$ cat src/design/bemf_zero_regs.svh
// register offsets, field positions and reset values of the zero-crossing block
`ifndef BEMF_ZERO_REGS_SVH
`define BEMF_ZERO_REGS_SVH

`define ADDR_W                  8
`define OFS_CONTROL_REG_A       8'h00
`define OFS_CONTROL_REG_B       8'h04
`define OFS_CONTROL_REG_C       8'h08
`define OFS_ZERO_FILTER_REG     8'h0C
`define OFS_POLARITY_REG        8'h10
`define OFS_PHASE_STATE_REG     8'h14
`define OFS_ZERO_CAPTURE_REG    8'h18
`define OFS_IRQ_STATUS_REG      8'h1C
`define OFS_IRQ_MASK_REG        8'h20
`define OFS_REFERENCE_REG       8'h24

`define BIT_SENSOR_MODE         0
`define BIT_EDGE_PROTECT        1
`define BIT_CLOCK_ENABLE        2
`define BIT_DIRECT_ACCESS       3
`define FLD_GROUP_SEL_HI        2
`define BIT_COMP_POLARITY       3
`define BIT_HW_CAPTURE          0
`define BIT_SIM_ZERO            1
`define FLD_ZEF_HI              3
`define BIT_HIGH_SIDE_SEL       0
`define BIT_EDGE_LEVEL_SEL      1
`define FLD_HALL_SEL_HI         1
`define BIT_ZERO_FLAG           0
`define BIT_WAIT_DEMAG          1
`define BIT_SAMPLING            2
`define BIT_ZERO_MASK           0
`define BIT_COMP_STATE          0

`define RST_CONTROL_REG_A       4'h0
`define RST_CONTROL_REG_B       4'h0
`define RST_CONTROL_REG_C       2'h0
`define RST_ZERO_FILTER         4'h0
`define RST_POLARITY_REG        2'h0
`define RST_HALL_SEL            2'h0
`define MIN_OFF_SENSOR_US       0

`endif

$ cat src/design/bemf_zero_pkg.sv
// types shared by the zero-crossing detector
package bemf_zero_pkg;

	typedef enum logic [2:0]
	{
		ST_WAIT_COMMUT = 3'b001,
		ST_WAIT_DEMAG  = 3'b010,
		ST_SAMPLING    = 3'b100
	} step_state_t;

endpackage

$ cat src/design/bemf_zero_crossing_detector.sv
// back-EMF / hall zero-crossing event detector with register port
`include "bemf_zero_regs.svh"

// Operation
// - sensorless sampling starts only once commutation then demag events occurred.
// - after C+D, and after Z, PWM group follows the output group select.
// - hardware crossing needs a programmed count of consecutive matching samples.
// - sample count is field plus one; simulated events bypass the filter.
// - high side group select picks the sensing group in sensorless mode only.
// - sensorless samples count only while PWM sits on the sensing group.
// - with capture enabled, timer is copied into capture register on crossing.
// - with simulation enabled, timer equal to capture register makes a crossing.
// - with both enabled, the first of hardware or simulated event wins.
// - a crossing sets the zero flag and requests interrupt when masked in.
// - after demag, capture at or below timer fires at once and reloads.
// - edge protection demands the previous sample held the opposite state.
// - without protection, consecutive samples equal to expected state suffice.
// - edge protection overrides the consecutive sample filter.
// - edge protection affects only hardware crossings in sensorless mode.
// - sensor mode uses one of three hall inputs chosen per step.
// - comparator stays off until clock enable or direct access is set.
// - sensor mode disables all demagnetisation handling.
// - sensor mode accepts crossings in any window at the sample rate.
// - sensor mode forces zero minimum off time and allows full duty.
// - consecutive sample filter stays active in sensor mode.
module bemf_zero_crossing_detector
#(
	parameter int TIMER_W = 16
)
(
	input  wire logic               ref_clk,
	input  wire logic               rst_n,
	input  wire logic [`ADDR_W-1:0] reg_addr,
	input  wire logic [TIMER_W-1:0] reg_wdata,
	input  wire logic               reg_wr,
	input  wire logic               reg_rd,
	output logic      [TIMER_W-1:0] reg_rdata,
	input  wire logic               commutation_evt,
	input  wire logic               demag_evt,
	input  wire logic [TIMER_W-1:0] motor_timer,
	input  wire logic               sample_strobe,
	input  wire logic               pwm_group_high,
	input  wire logic               phase_comp_in,
	input  wire logic               hall_input_a,
	input  wire logic               hall_input_b,
	input  wire logic               hall_input_c,
	output logic                    zero_cross_evt,
	output logic                    zero_cross_irq,
	output logic      [2:0]         pwm_group_sel,
	output logic                    comparator_on,
	output logic                    demag_enable,
	output logic                    min_off_zero,
	output logic                    full_duty_allow
);

	logic [3:0]         control_reg_a_q;
	logic [3:0]         control_reg_b_q;
	logic [1:0]         control_reg_c_q;
	logic [3:0]         zero_event_filter_q;
	logic [1:0]         polarity_reg_q;
	logic [1:0]         hall_input_select_q;
	logic [TIMER_W-1:0] zero_capture_q;
	logic               zero_cross_flag_q;
	logic               zero_cross_mask_q;
	logic [TIMER_W-1:0] reg_rdata_q;
	logic [2:0]         pwm_group_sel_q;
	logic               zero_cross_evt_q;
	logic               prev_sample_q;
	logic               prev_valid_q;
	bemf_zero_pkg::step_state_t state_q;
	bemf_zero_pkg::step_state_t state_d;

	logic               position_sensor_mode;
	logic               edge_protect;
	logic               clock_enable;
	logic               direct_access;
	logic [2:0]         output_group_select;
	logic               comparator_polarity;
	logic               hw_zero_capture_enable;
	logic               sim_zero_enable;
	logic               high_side_group_select;
	logic               edge_level_select;
	logic               hall_sel_in;
	logic               comparator_state;
	logic               expected_level;
	logic               sample_valid;
	logic               sample_match;
	logic               filter_hit;
	logic               protect_active;
	logic               zero_hw;
	logic               demag_check;
	logic               late_capture;
	logic               zero_sim;
	logic               zero_any;
	logic               demag_ok;
	logic               flag_wr_clear;

	// refused at elaboration: read port and compare need 8 to 32 bits
	if (TIMER_W < 8 || TIMER_W > 32)
	begin
		$error("bemf_zero_crossing_detector: TIMER_W out of range");
	end

	assign position_sensor_mode   = control_reg_a_q[`BIT_SENSOR_MODE];
	assign edge_protect           = control_reg_a_q[`BIT_EDGE_PROTECT];
	assign clock_enable           = control_reg_a_q[`BIT_CLOCK_ENABLE];
	assign direct_access          = control_reg_a_q[`BIT_DIRECT_ACCESS];
	assign output_group_select    = control_reg_b_q[`FLD_GROUP_SEL_HI:0];
	assign comparator_polarity    = control_reg_b_q[`BIT_COMP_POLARITY];
	assign hw_zero_capture_enable = control_reg_c_q[`BIT_HW_CAPTURE];
	assign sim_zero_enable        = control_reg_c_q[`BIT_SIM_ZERO];
	assign high_side_group_select = polarity_reg_q[`BIT_HIGH_SIDE_SEL];
	assign edge_level_select      = polarity_reg_q[`BIT_EDGE_LEVEL_SEL];

	// hall input chosen for this step; code 3 falls back to input a
	always_comb
	begin
		unique case (hall_input_select_q)
			2'h1:    hall_sel_in = hall_input_b;
			2'h2:    hall_sel_in = hall_input_c;
			default: hall_sel_in = hall_input_a;
		endcase
	end

	// a switched-off comparator reads as zero, so no sample can match high
	assign comparator_on    = clock_enable | direct_access;
	assign comparator_state = comparator_on
		& (position_sensor_mode ? hall_sel_in : phase_comp_in);

	// with edge level select 0, polarity 0 expects a rising edge (high), 1 a falling edge (low); select 1 inverts
	assign expected_level = ~(comparator_polarity ^ edge_level_select);

	assign demag_enable    = ~position_sensor_mode;
	assign min_off_zero    = position_sensor_mode;
	assign full_duty_allow = position_sensor_mode;
	assign demag_ok        = demag_evt && !position_sensor_mode;

	// sensor mode samples in any window; sensorless only on the sensing group
	assign sample_valid = (state_q == bemf_zero_pkg::ST_SAMPLING)
		&& clock_enable && sample_strobe
		&& (position_sensor_mode
		|| (pwm_group_high == high_side_group_select));
	assign sample_match = (comparator_state == expected_level);

	assign protect_active = edge_protect && !position_sensor_mode;

	consec_sample_filter
	#(
		.CNT_W (4)
	)
	u_filter
	(
		.ref_clk      (ref_clk),
		.rst_n        (rst_n),
		.clear        (state_q != bemf_zero_pkg::ST_SAMPLING),
		.sample_valid (sample_valid && !protect_active),
		.sample_match (sample_match),
		.limit        (zero_event_filter_q),
		.hit          (filter_hit)
	);

	// protected detection needs the previous sample, taken since arming
	assign zero_hw = protect_active
		? (sample_valid && sample_match && prev_valid_q
		&& (prev_sample_q != comparator_state))
		: filter_hit;

	// late value check right after demag: fire at once and reload
	assign demag_check  = demag_ok && sim_zero_enable
		&& (state_q == bemf_zero_pkg::ST_WAIT_DEMAG);
	assign late_capture = demag_check && (zero_capture_q <= motor_timer);
	assign zero_sim = late_capture
		|| (sim_zero_enable && (state_q == bemf_zero_pkg::ST_SAMPLING)
		&& (motor_timer == zero_capture_q));

	// first event of either kind ends the step
	assign zero_any = zero_hw || zero_sim;

	always_ff @(posedge ref_clk)
	begin
		if (!rst_n || !sample_valid)
		begin
			if (!rst_n || state_q != bemf_zero_pkg::ST_SAMPLING)
			begin
				prev_valid_q  <= 1'b0;
				prev_sample_q <= 1'b0;
			end
		end
		else
		begin
			prev_valid_q  <= 1'b1;
			prev_sample_q <= comparator_state;
		end
	end

	always_comb
	begin
		state_d = state_q;
		unique case (state_q)
			bemf_zero_pkg::ST_WAIT_COMMUT:
			begin
				if (commutation_evt)
					state_d = position_sensor_mode
						? bemf_zero_pkg::ST_SAMPLING
						: bemf_zero_pkg::ST_WAIT_DEMAG;
			end
			bemf_zero_pkg::ST_WAIT_DEMAG:
			begin
				if (commutation_evt)
					state_d = state_q;
				else if (late_capture)
					state_d = bemf_zero_pkg::ST_WAIT_COMMUT;
				else if (demag_ok || position_sensor_mode)
					state_d = bemf_zero_pkg::ST_SAMPLING;
			end
			bemf_zero_pkg::ST_SAMPLING:
			begin
				if (commutation_evt)
					state_d = position_sensor_mode
						? bemf_zero_pkg::ST_SAMPLING
						: bemf_zero_pkg::ST_WAIT_DEMAG;
				else if (zero_any)
					state_d = bemf_zero_pkg::ST_WAIT_COMMUT;
			end
			default:
				state_d = bemf_zero_pkg::ST_WAIT_COMMUT;
		endcase
	end

	always_ff @(posedge ref_clk)
	begin
		if (!rst_n)
			state_q <= bemf_zero_pkg::ST_WAIT_COMMUT;
		else
			state_q <= state_d;
	end

	always_ff @(posedge ref_clk)
	begin
		if (!rst_n)
			zero_cross_evt_q <= 1'b0;
		else
			zero_cross_evt_q <= zero_any && !commutation_evt;
	end

	// group switch on entering sampling and again after the crossing
	always_ff @(posedge ref_clk)
	begin
		if (!rst_n)
			pwm_group_sel_q <= 3'h0;
		else if ((state_q != bemf_zero_pkg::ST_SAMPLING
			&& state_d == bemf_zero_pkg::ST_SAMPLING)
			|| (zero_any && !commutation_evt))
			pwm_group_sel_q <= output_group_select;
	end

	// capture and reload win over a software write in the same cycle
	always_ff @(posedge ref_clk)
	begin
		if (!rst_n)
			zero_capture_q <= '0;
		else if (late_capture)
			zero_capture_q <= motor_timer;
		else if (zero_hw && hw_zero_capture_enable && !commutation_evt)
			zero_capture_q <= motor_timer;
		else if (reg_wr && reg_addr == `OFS_ZERO_CAPTURE_REG)
			zero_capture_q <= reg_wdata;
	end

	// write one to clear; a new crossing in the same cycle keeps it set
	assign flag_wr_clear = reg_wr && reg_addr == `OFS_IRQ_STATUS_REG
		&& reg_wdata[`BIT_ZERO_FLAG];

	always_ff @(posedge ref_clk)
	begin
		if (!rst_n)
			zero_cross_flag_q <= 1'b0;
		else if (zero_cross_evt_q)
			zero_cross_flag_q <= 1'b1;
		else if (flag_wr_clear)
			zero_cross_flag_q <= 1'b0;
	end

	assign zero_cross_irq = zero_cross_flag_q && zero_cross_mask_q;

	always_ff @(posedge ref_clk)
	begin
		if (!rst_n)
		begin
			control_reg_a_q     <= `RST_CONTROL_REG_A;
			control_reg_b_q     <= `RST_CONTROL_REG_B;
			control_reg_c_q     <= `RST_CONTROL_REG_C;
			zero_event_filter_q <= `RST_ZERO_FILTER;
			polarity_reg_q      <= `RST_POLARITY_REG;
			hall_input_select_q <= `RST_HALL_SEL;
			zero_cross_mask_q   <= 1'b0;
		end
		else if (reg_wr)
		begin
			unique case (reg_addr)
				`OFS_CONTROL_REG_A:
					control_reg_a_q <= reg_wdata[3:0];
				`OFS_CONTROL_REG_B:
					control_reg_b_q <= reg_wdata[3:0];
				`OFS_CONTROL_REG_C:
					control_reg_c_q <= reg_wdata[1:0];
				`OFS_ZERO_FILTER_REG:
					zero_event_filter_q <= reg_wdata[`FLD_ZEF_HI:0];
				`OFS_POLARITY_REG:
					polarity_reg_q <= reg_wdata[1:0];
				`OFS_PHASE_STATE_REG:
					hall_input_select_q <= reg_wdata[`FLD_HALL_SEL_HI:0];
				`OFS_IRQ_MASK_REG:
					zero_cross_mask_q <= reg_wdata[`BIT_ZERO_MASK];
				default:
				begin
				end
			endcase
		end
	end

	// read data valid only in the cycle after the strobe; unmapped reads zero
	always_ff @(posedge ref_clk)
	begin
		if (!rst_n || !reg_rd)
			reg_rdata_q <= '0;
		else
		begin
			unique case (reg_addr)
				`OFS_CONTROL_REG_A:
					reg_rdata_q <= TIMER_W'(control_reg_a_q);
				`OFS_CONTROL_REG_B:
					reg_rdata_q <= TIMER_W'(control_reg_b_q);
				`OFS_CONTROL_REG_C:
					reg_rdata_q <= TIMER_W'(control_reg_c_q);
				`OFS_ZERO_FILTER_REG:
					reg_rdata_q <= TIMER_W'(zero_event_filter_q);
				`OFS_POLARITY_REG:
					reg_rdata_q <= TIMER_W'(polarity_reg_q);
				`OFS_PHASE_STATE_REG:
					reg_rdata_q <= TIMER_W'(hall_input_select_q);
				`OFS_ZERO_CAPTURE_REG:
					reg_rdata_q <= zero_capture_q;
				`OFS_IRQ_STATUS_REG:
					reg_rdata_q <= TIMER_W'({
						state_q == bemf_zero_pkg::ST_SAMPLING,
						state_q == bemf_zero_pkg::ST_WAIT_DEMAG,
						zero_cross_flag_q});
				`OFS_IRQ_MASK_REG:
					reg_rdata_q <= TIMER_W'(zero_cross_mask_q);
				`OFS_REFERENCE_REG:
					reg_rdata_q <= TIMER_W'(comparator_state);
				default:
					reg_rdata_q <= '0;
			endcase
		end
	end

	assign reg_rdata      = reg_rdata_q;
	assign zero_cross_evt = zero_cross_evt_q;
	assign pwm_group_sel  = pwm_group_sel_q;

endmodule

$ cat src/design/consec_sample_filter.sv
// counts consecutive matching samples up to a programmable limit
module consec_sample_filter
#(
	parameter int CNT_W = 4
)
(
	input  wire logic             ref_clk,
	input  wire logic             rst_n,
	input  wire logic             clear,
	input  wire logic             sample_valid,
	input  wire logic             sample_match,
	input  wire logic [CNT_W-1:0] limit,
	output logic                  hit
);

	logic [CNT_W-1:0] count_q;

	// refused at elaboration: the count compare is kept narrow
	if (CNT_W < 1 || CNT_W > 8)
	begin
		$error("consec_sample_filter: CNT_W out of range");
	end

	// limit holds the count minus one, so a field of zero needs one sample
	assign hit = sample_valid && sample_match && (count_q == limit);

	always_ff @(posedge ref_clk)
	begin
		if (!rst_n || clear)
			count_q <= '0;
		else if (sample_valid)
		begin
			if (!sample_match || hit)
				count_q <= '0;
			else
				count_q <= count_q + CNT_W'(1);
		end
	end

endmodule

$ cat config.mk
export PLATFORM = sky130hd
export DESIGN_NAME = bemf_zero_crossing_detector
export DESIGN_NICKNAME = d
export VERILOG_FILES = /design/src/design/bemf_zero_pkg.sv /design/src/design/bemf_zero_crossing_detector.sv /design/src/design/consec_sample_filter.sv
export VERILOG_INCLUDE_DIRS = /design/src /design/src/design
export SDC_FILE = /design/constraint.sdc
export NUM_CORES = 1
export LEC_CHECK = 0
export BUFFER_PORTS_ARGS = -buffer_cell sky130_fd_sc_hd__buf_2
export CAP_MARGIN = 20
export CORE_MARGIN = 4
export CORE_UTILIZATION = 35
export CTS_BUF_LIST = sky130_fd_sc_hd__clkbuf_8
export CTS_CLUSTER_DIAMETER = 100
export DETAILED_ROUTE_END_ITERATION = 12
export HOLD_SLACK_MARGIN = 0.12
export SYNTH_ARGS = -nofsm -noshare
export SYNTH_HDL_FRONTEND = slang
export SYNTH_SLANG_ARGS = --single-unit
$ cat constraint.sdc
create_clock -name ref_clk -period 4.5 [get_ports ref_clk]
set_clock_uncertainty 0.2 [all_clocks]
set_input_delay 0.9 -clock ref_clk [delete_from_list [all_inputs] [get_ports ref_clk]]
set_output_delay 0.9 -clock ref_clk [all_outputs]
set_load 0.01 [all_outputs]
Word level (Yosys, flattened, before mapping)
Index checks and enable logic that the tools add are counted.
{"block": "op_classes", "add_sub_neg": 1, "magnitude_cmp": 1, "n_eq_ne": 22, "n_mux": 20, "bitwise_logic": 5, "n_reduce_logical": 50}
{"operator": "case mux 16 bit (10 select lines)", "n": 1}
{"operator": "two-way mux 16 bit", "n": 3}
{"operator": "== test 8 x 5 -> 1 bit, second input constant", "n": 4}
{"operator": "logical AND 1 bit", "n": 24}
{"operator": "two-way mux 3 bit", "n": 7}
{"operator": "== test 16 bit", "n": 1}
{"operator": "== test 8 x 4 -> 1 bit, second input constant", "n": 2}
{"operator": "== test 8 x 6 -> 1 bit, second input constant", "n": 2}
{"operator": "less-or-equal comparator 16 bit", "n": 1}
{"operator": "AND reduction 2 bit", "n": 7}
{"operator": "logical OR 1 bit", "n": 9}
{"operator": "case mux 3 bit (3 select lines)", "n": 1}
{"operator": "== test 8 x 3 -> 1 bit, second input constant", "n": 1}
{"operator": "zero test 8 bit", "n": 1}
{"operator": "zero test 1 bit", "n": 7}
{"operator": "== test 3 bit, second input constant", "n": 2}
{"operator": "two-way mux 1 bit", "n": 6}
{"operator": "adder 4 x 1 -> 4 bit, second input constant", "n": 1}
{"operator": "== test 4 bit", "n": 1}
{"operator": "two-way mux 4 bit", "n": 1}
{"operator": "== test 3 x 1 -> 1 bit, second input constant", "n": 1}
{"operator": "== test 3 x 2 -> 1 bit, second input constant", "n": 1}
{"operator": "!= test 3 bit, second input constant", "n": 1}
{"operator": "nonzero test 3 bit", "n": 1}
{"operator": "other kinds (11)", "n": 13}
{"block": "totals", "regBits": 65, "elab_cells": 115}

Depth between registers and ports, before layout
{"block": "depth", "word_depth": 16, "mapped_depth": 10, "ltp_nobuf": 9}

By module
From an unflattened synthesis, not the netlist that was laid out.
{"block": "hier_totals", "hier_cells": 411, "hier_area_um2": 3719.8}
{"mod": "bemf_zero_crossing_detector", "n_inst": 1, "cells_per_inst": 384, "area_per_inst_um2": 3465.8, "seq_area_each_um2": 1231.2}
{"mod": "consec_sample_filter", "n_inst": 1, "cells_per_inst": 27, "area_per_inst_um2": 254.0, "seq_area_each_um2": 80.1}

Least setup slack after synthesis
OpenSTA, ideal clock, no wires.
{"block": "synth_path", "path_kind": "input -> register", "from": "input port motor_timer[7]", "to": "register pwm_group_sel_q[0] (netlist: pwm_group_sel[0])", "arrival_ns": 2.699, "required_ns": 4.228, "slack_ns": 1.529, "stages": 9, "n_path_buf": 0, "cell_sequence": "inv_1 > ha_1 > a21oi_1 > o21ai_0 > a2111oi_4 > a21oi_2 > a2bb2o_2 > nor2_4 > mux2i_1"}
{"block": "synth_via", "elab_chain_cells": 10, "word_cells_on_any_way": 15}
{"element": "start: declaration", "line": "bemf_zero_crossing_detector.sv:40", "text": "input wire logic [TIMER_W-1:0] motor_timer,"}
{"element": "less-or-equal comparator 16 bit or == test 16 bit (tied branches)", "line": "bemf_zero_crossing_detector.sv:171, bemf_zero_crossing_detector.sv:174"}
{"element": "logical AND 1 bit (on tied branches)", "line": "bemf_zero_crossing_detector.sv:171, bemf_zero_crossing_detector.sv:174"}
{"element": "logical OR 1 bit", "line": "bemf_zero_crossing_detector.sv:173", "text": "|| (sim_zero_enable && (state_q == bemf_zero_pkg::ST_SAMPLING)"}
{"element": "logical OR 1 bit", "line": "bemf_zero_crossing_detector.sv:177", "text": "assign zero_any = zero_hw || zero_sim;"}
{"element": "two-way mux 3 bit", "line": "bemf_zero_crossing_detector.sv:222", "text": "else if (zero_any)"}
{"element": "two-way mux 3 bit", "line": "bemf_zero_crossing_detector.sv:218", "text": "if (commutation_evt)"}
{"element": "case mux 3 bit (3 select lines)", "line": "bemf_zero_crossing_detector.sv:199", "text": "unique case (state_q)"}
{"element": "== test 3 bit", "line": "bemf_zero_crossing_detector.sv:252", "text": "&& state_d == bemf_zero_pkg::ST_SAMPLING)"}
{"element": "logical AND 1 bit", "line": "bemf_zero_crossing_detector.sv:252"}
{"element": "logical OR 1 bit (*)", "line": "bemf_zero_crossing_detector.sv:253", "text": "|| (zero_any && !commutation_evt))"}
{"element": "end signal: assignment", "line": "bemf_zero_crossing_detector.sv:254", "text": "pwm_group_sel_q <= output_group_select;"}
{"element": "end: declaration", "line": "bemf_zero_crossing_detector.sv:66", "text": "logic [2:0] pwm_group_sel_q;"}
Every way passes the cells marked *; elsewhere a longest branch is shown, timed or not.
A chain may end at the register's enable or synchronous reset.

Final worst setup path
{"block": "layout_path", "from": "input port motor_timer[15]", "to": "register state_q[2]"}
{"block": "layout_via", "elab_chain_cells": 7, "word_cells_on_any_way": 11}
{"element": "less-or-equal comparator 16 bit or == test 16 bit (tied branches)", "line": "bemf_zero_crossing_detector.sv:171, bemf_zero_crossing_detector.sv:174"}
{"element": "logical AND 1 bit (on tied branches)", "line": "bemf_zero_crossing_detector.sv:171, bemf_zero_crossing_detector.sv:174"}
{"element": "logical OR 1 bit", "line": "bemf_zero_crossing_detector.sv:173"}
{"element": "logical OR 1 bit", "line": "bemf_zero_crossing_detector.sv:177"}
{"element": "two-way mux 3 bit", "line": "bemf_zero_crossing_detector.sv:222"}
{"element": "two-way mux 3 bit", "line": "bemf_zero_crossing_detector.sv:218"}
{"element": "case mux 3 bit (3 select lines) (*)", "line": "bemf_zero_crossing_detector.sv:199"}
{"element": "end signal: assignment", "line": "bemf_zero_crossing_detector.sv:233", "text": "state_q <= bemf_zero_pkg::ST_WAIT_COMMUT;"}
{"element": "end signal: assignment", "line": "bemf_zero_crossing_detector.sv:235", "text": "state_q <= state_d;"}
{"element": "end: declaration", "line": "bemf_zero_crossing_detector.sv:70", "text": "bemf_zero_pkg::step_state_t state_q;"}
Marks and branches as above.

==> qor.txt <==
max-cap check violation count -> 0
area of the core -> 10300 µm²
post-CTS sizing -> 0
GPL Wtd Cong -> 0.860
IO buf count -> 76
Synth Area per Inst -> 8.82 µm²
die width -> 110 µm
Residual DRC -> 0
CP Capture Type -> flop
number of setup buffers added after CTS -> 0
placed inst area -> 4150 µm²
GRT overflow -> 0
initial core utilization -> 0.358
initial antenna violation count -> 0
Finished Layout Cells -> 627
cell accounting for the most synthesized area -> dfxtp_1
largest net degree at the start of global routing -> 41
Post-DRT Antenna Nets -> 0
Ys Warns -> 0
Multi-input gate area -> 2160 µm²
die area -> 12200 µm²
asr flop ratio synth -> 0
global-route wire length before repair -> 15500 µm
FF/Latch Area -> 1310 µm²
CTS tree -> done
drt via density -> 5.03
DRT iter0 DRCs -> 162
Vias -> 3152
CTS clock-pin slew for the worst setup and hold paths -> 0.07 ns
CTS Buf Count -> 9
Util after Layout -> 0.424
CP Launch Type -> primary input
slew of the pin with the lowest slew margin -> 0.720 ns
Tot GR Track Use -> 0.153
Final Setup Violations -> 0
VDD IR max -> 0.122 mV
Final min period -> 2.97 ns
most common cell after layout, fill and taps aside -> buf_2
overall power -> 0.00121 W
# fillers -> 1059
Synth Register Bits -> 65
worst hold path type -> flop to flop
period utilization -> 0.660
Max-slew headroom -> 0.516
crit-path max FO -> 4
Num Clock Sinks -> 65
area growth from synthesis to layout -> 18.6%
Site Rows -> 37
unrepaired setup endpoints after global routing -> false
sequential area share after synthesis -> 0.357
Post-synth EDFFs -> 1
chip height -> 110 µm
share of cells above drive strength 1 -> 0.244
Post-Place Cells -> 612
HPWL Detailed -> 7010 µm
worst reg2reg path depth -> 9
WP data arrival -> 3.00 ns
Post-Route WL -> 9210 µm
io pins -> 77
# diodes -> 0
status -> completed
Final Hold Fails -> 0
final net count -> 558
maximum clock rate -> 0.337 GHz
Final Instance Area -> 4360 µm²
syn_nets -> 488
PD cells -> 277 nW/µm²
Mapped Cells -> 417
htree depth -> 3
worst path required time -> 4.53 ns
post-synth top area share -> 0.349
Main synth FF type -> dfxtp_1
most frequent cells in the layout -> 76 x buf_2, 64 x dfxtp_1, 57 x nand2_1
post-synthesis cell type count -> 58
P_leak -> 1.98 nW
vias in the first global route -> 3264
Hold Path Cell Cnt -> 2
clock root cell -> clkbuf_8
maximum clock insertion buffer count -> 2
Hold Buf Count CTS -> 0
Area contributors post-synth -> dfxtp_1 35%, mux2i_1 8.7%, ha_1 6.5%
DRT Pass-1 Iters -> 4
worst skew pair latency -> 0.34 ns
max-slew violations -> 0
WL/cell -> 14.7 µm
CP Class -> primary input to flop
cell area after synthesis -> 3680 µm²
Total Negative Setup Slacks -> 0 ns
[registers in the layout, summed over array words and instances, names as in the netlist, 3 cells and up]
name                 flops
control_reg_b_q          4
state_q                  3
control_reg_a_q          4
reg_rdata               16
u_filter.count_q         4
pwm_group_sel            3
zero_event_filter_q      4
zero_capture_q          16
[final timing paths]
check             slack [ns]           end                    from
setup / recovery        1.53    state_q[2]         motor_timer[15]
hold / removal          0.25  prev_valid_q            prev_valid_q
setup reg to reg        1.70    state_q[2]  hall_input_select_q[0]
hold reg to reg         0.25  prev_valid_q            prev_valid_q
[Yosys cell counts, drive strengths merged, types with 2 or more instances]
cell type,instances
o21ai,11
and3,2
xor2,7
a311oi,2
mux2i,32
o21bai,2
mux2,15
xnor2,3
ha,19
clkbuf,14
nor2,29
nand2b,2
and4,3
a22o,4
a31oi,3
nand4,8
a22oi,5
nand2,59
a211oi,3
nor4b,2
buf,7
o211ai,2
nor4,5
dfxtp,64
nor3b,4
nor3,2
nor2b,7
and2,18
o211a,2
a21oi,25
inv,26
nand3,14
a221o,2
[per-layer routing]
metal / up-vias / wire [µm] / GRT usage
met5: - / 0 / 0
met4: 0 / 138 / 0.0468
met3: 11 / 425 / 0.0438
met2: 79 / 4400 / 0.264
met1: 1464 / 4240 / 0.184
li1: 1598 / - / -
[critical path, stage by stage]
cell and delay (ns):
buf_2 0.09, inv_1 0.04, ha_1 0.28, nand4_1 0.18
nor4_1 0.37, nor4bb_1 0.31, a21oi_1 0.08, a31oi_1 0.44
nor2_1 0.10, o21ba_1 0.19
[metrics by stage]
stage | setup slack [ns] | hold slack, ns
CTS | 1.54 | 0.258
detailed placement | 1.20 | 0.247
global placement | 1.14 | 0.243
floorplan | 1.53 | 0.232
finish | 1.53 | 0.252
global route | 1.23 | 0.268
[area by class of cell]
type | count | area share
Inverter | 26 | 0.0224
Timing Repair Buffer | 80 | 0.0941
Sequential cell | 65 | 0.301
Tap cell | 136 | 0.0390
Clock buffer | 10 | 0.0316
Multi-Input combinational cell | 305 | 0.495
Clock inverter | 5 | 0.0166
[logic make-up (layout without fill, tap and decap cells)]
family                     Yosys count  in the layout  synth area share
AOI/OAI and AO/OA                   69             69             0.138
buffers and inverters               47            121            0.0558
muxes                               47             47             0.133
xor gates and xnor gates            10             10            0.0238
DFF                                 65             65             0.357
and+or+nand+nor                    160            160             0.228
adders and majority gates           19             19            0.0647
[where the power goes]
group          leakage (nW)  internal (W)  switching [W]
Clock                 0.115      0.000319       0.000219
Sequential            0.528      0.000578     0.00000488
Combinational          1.33     0.0000360      0.0000497
No activity file was read; power rests on OpenSTA's default activity.
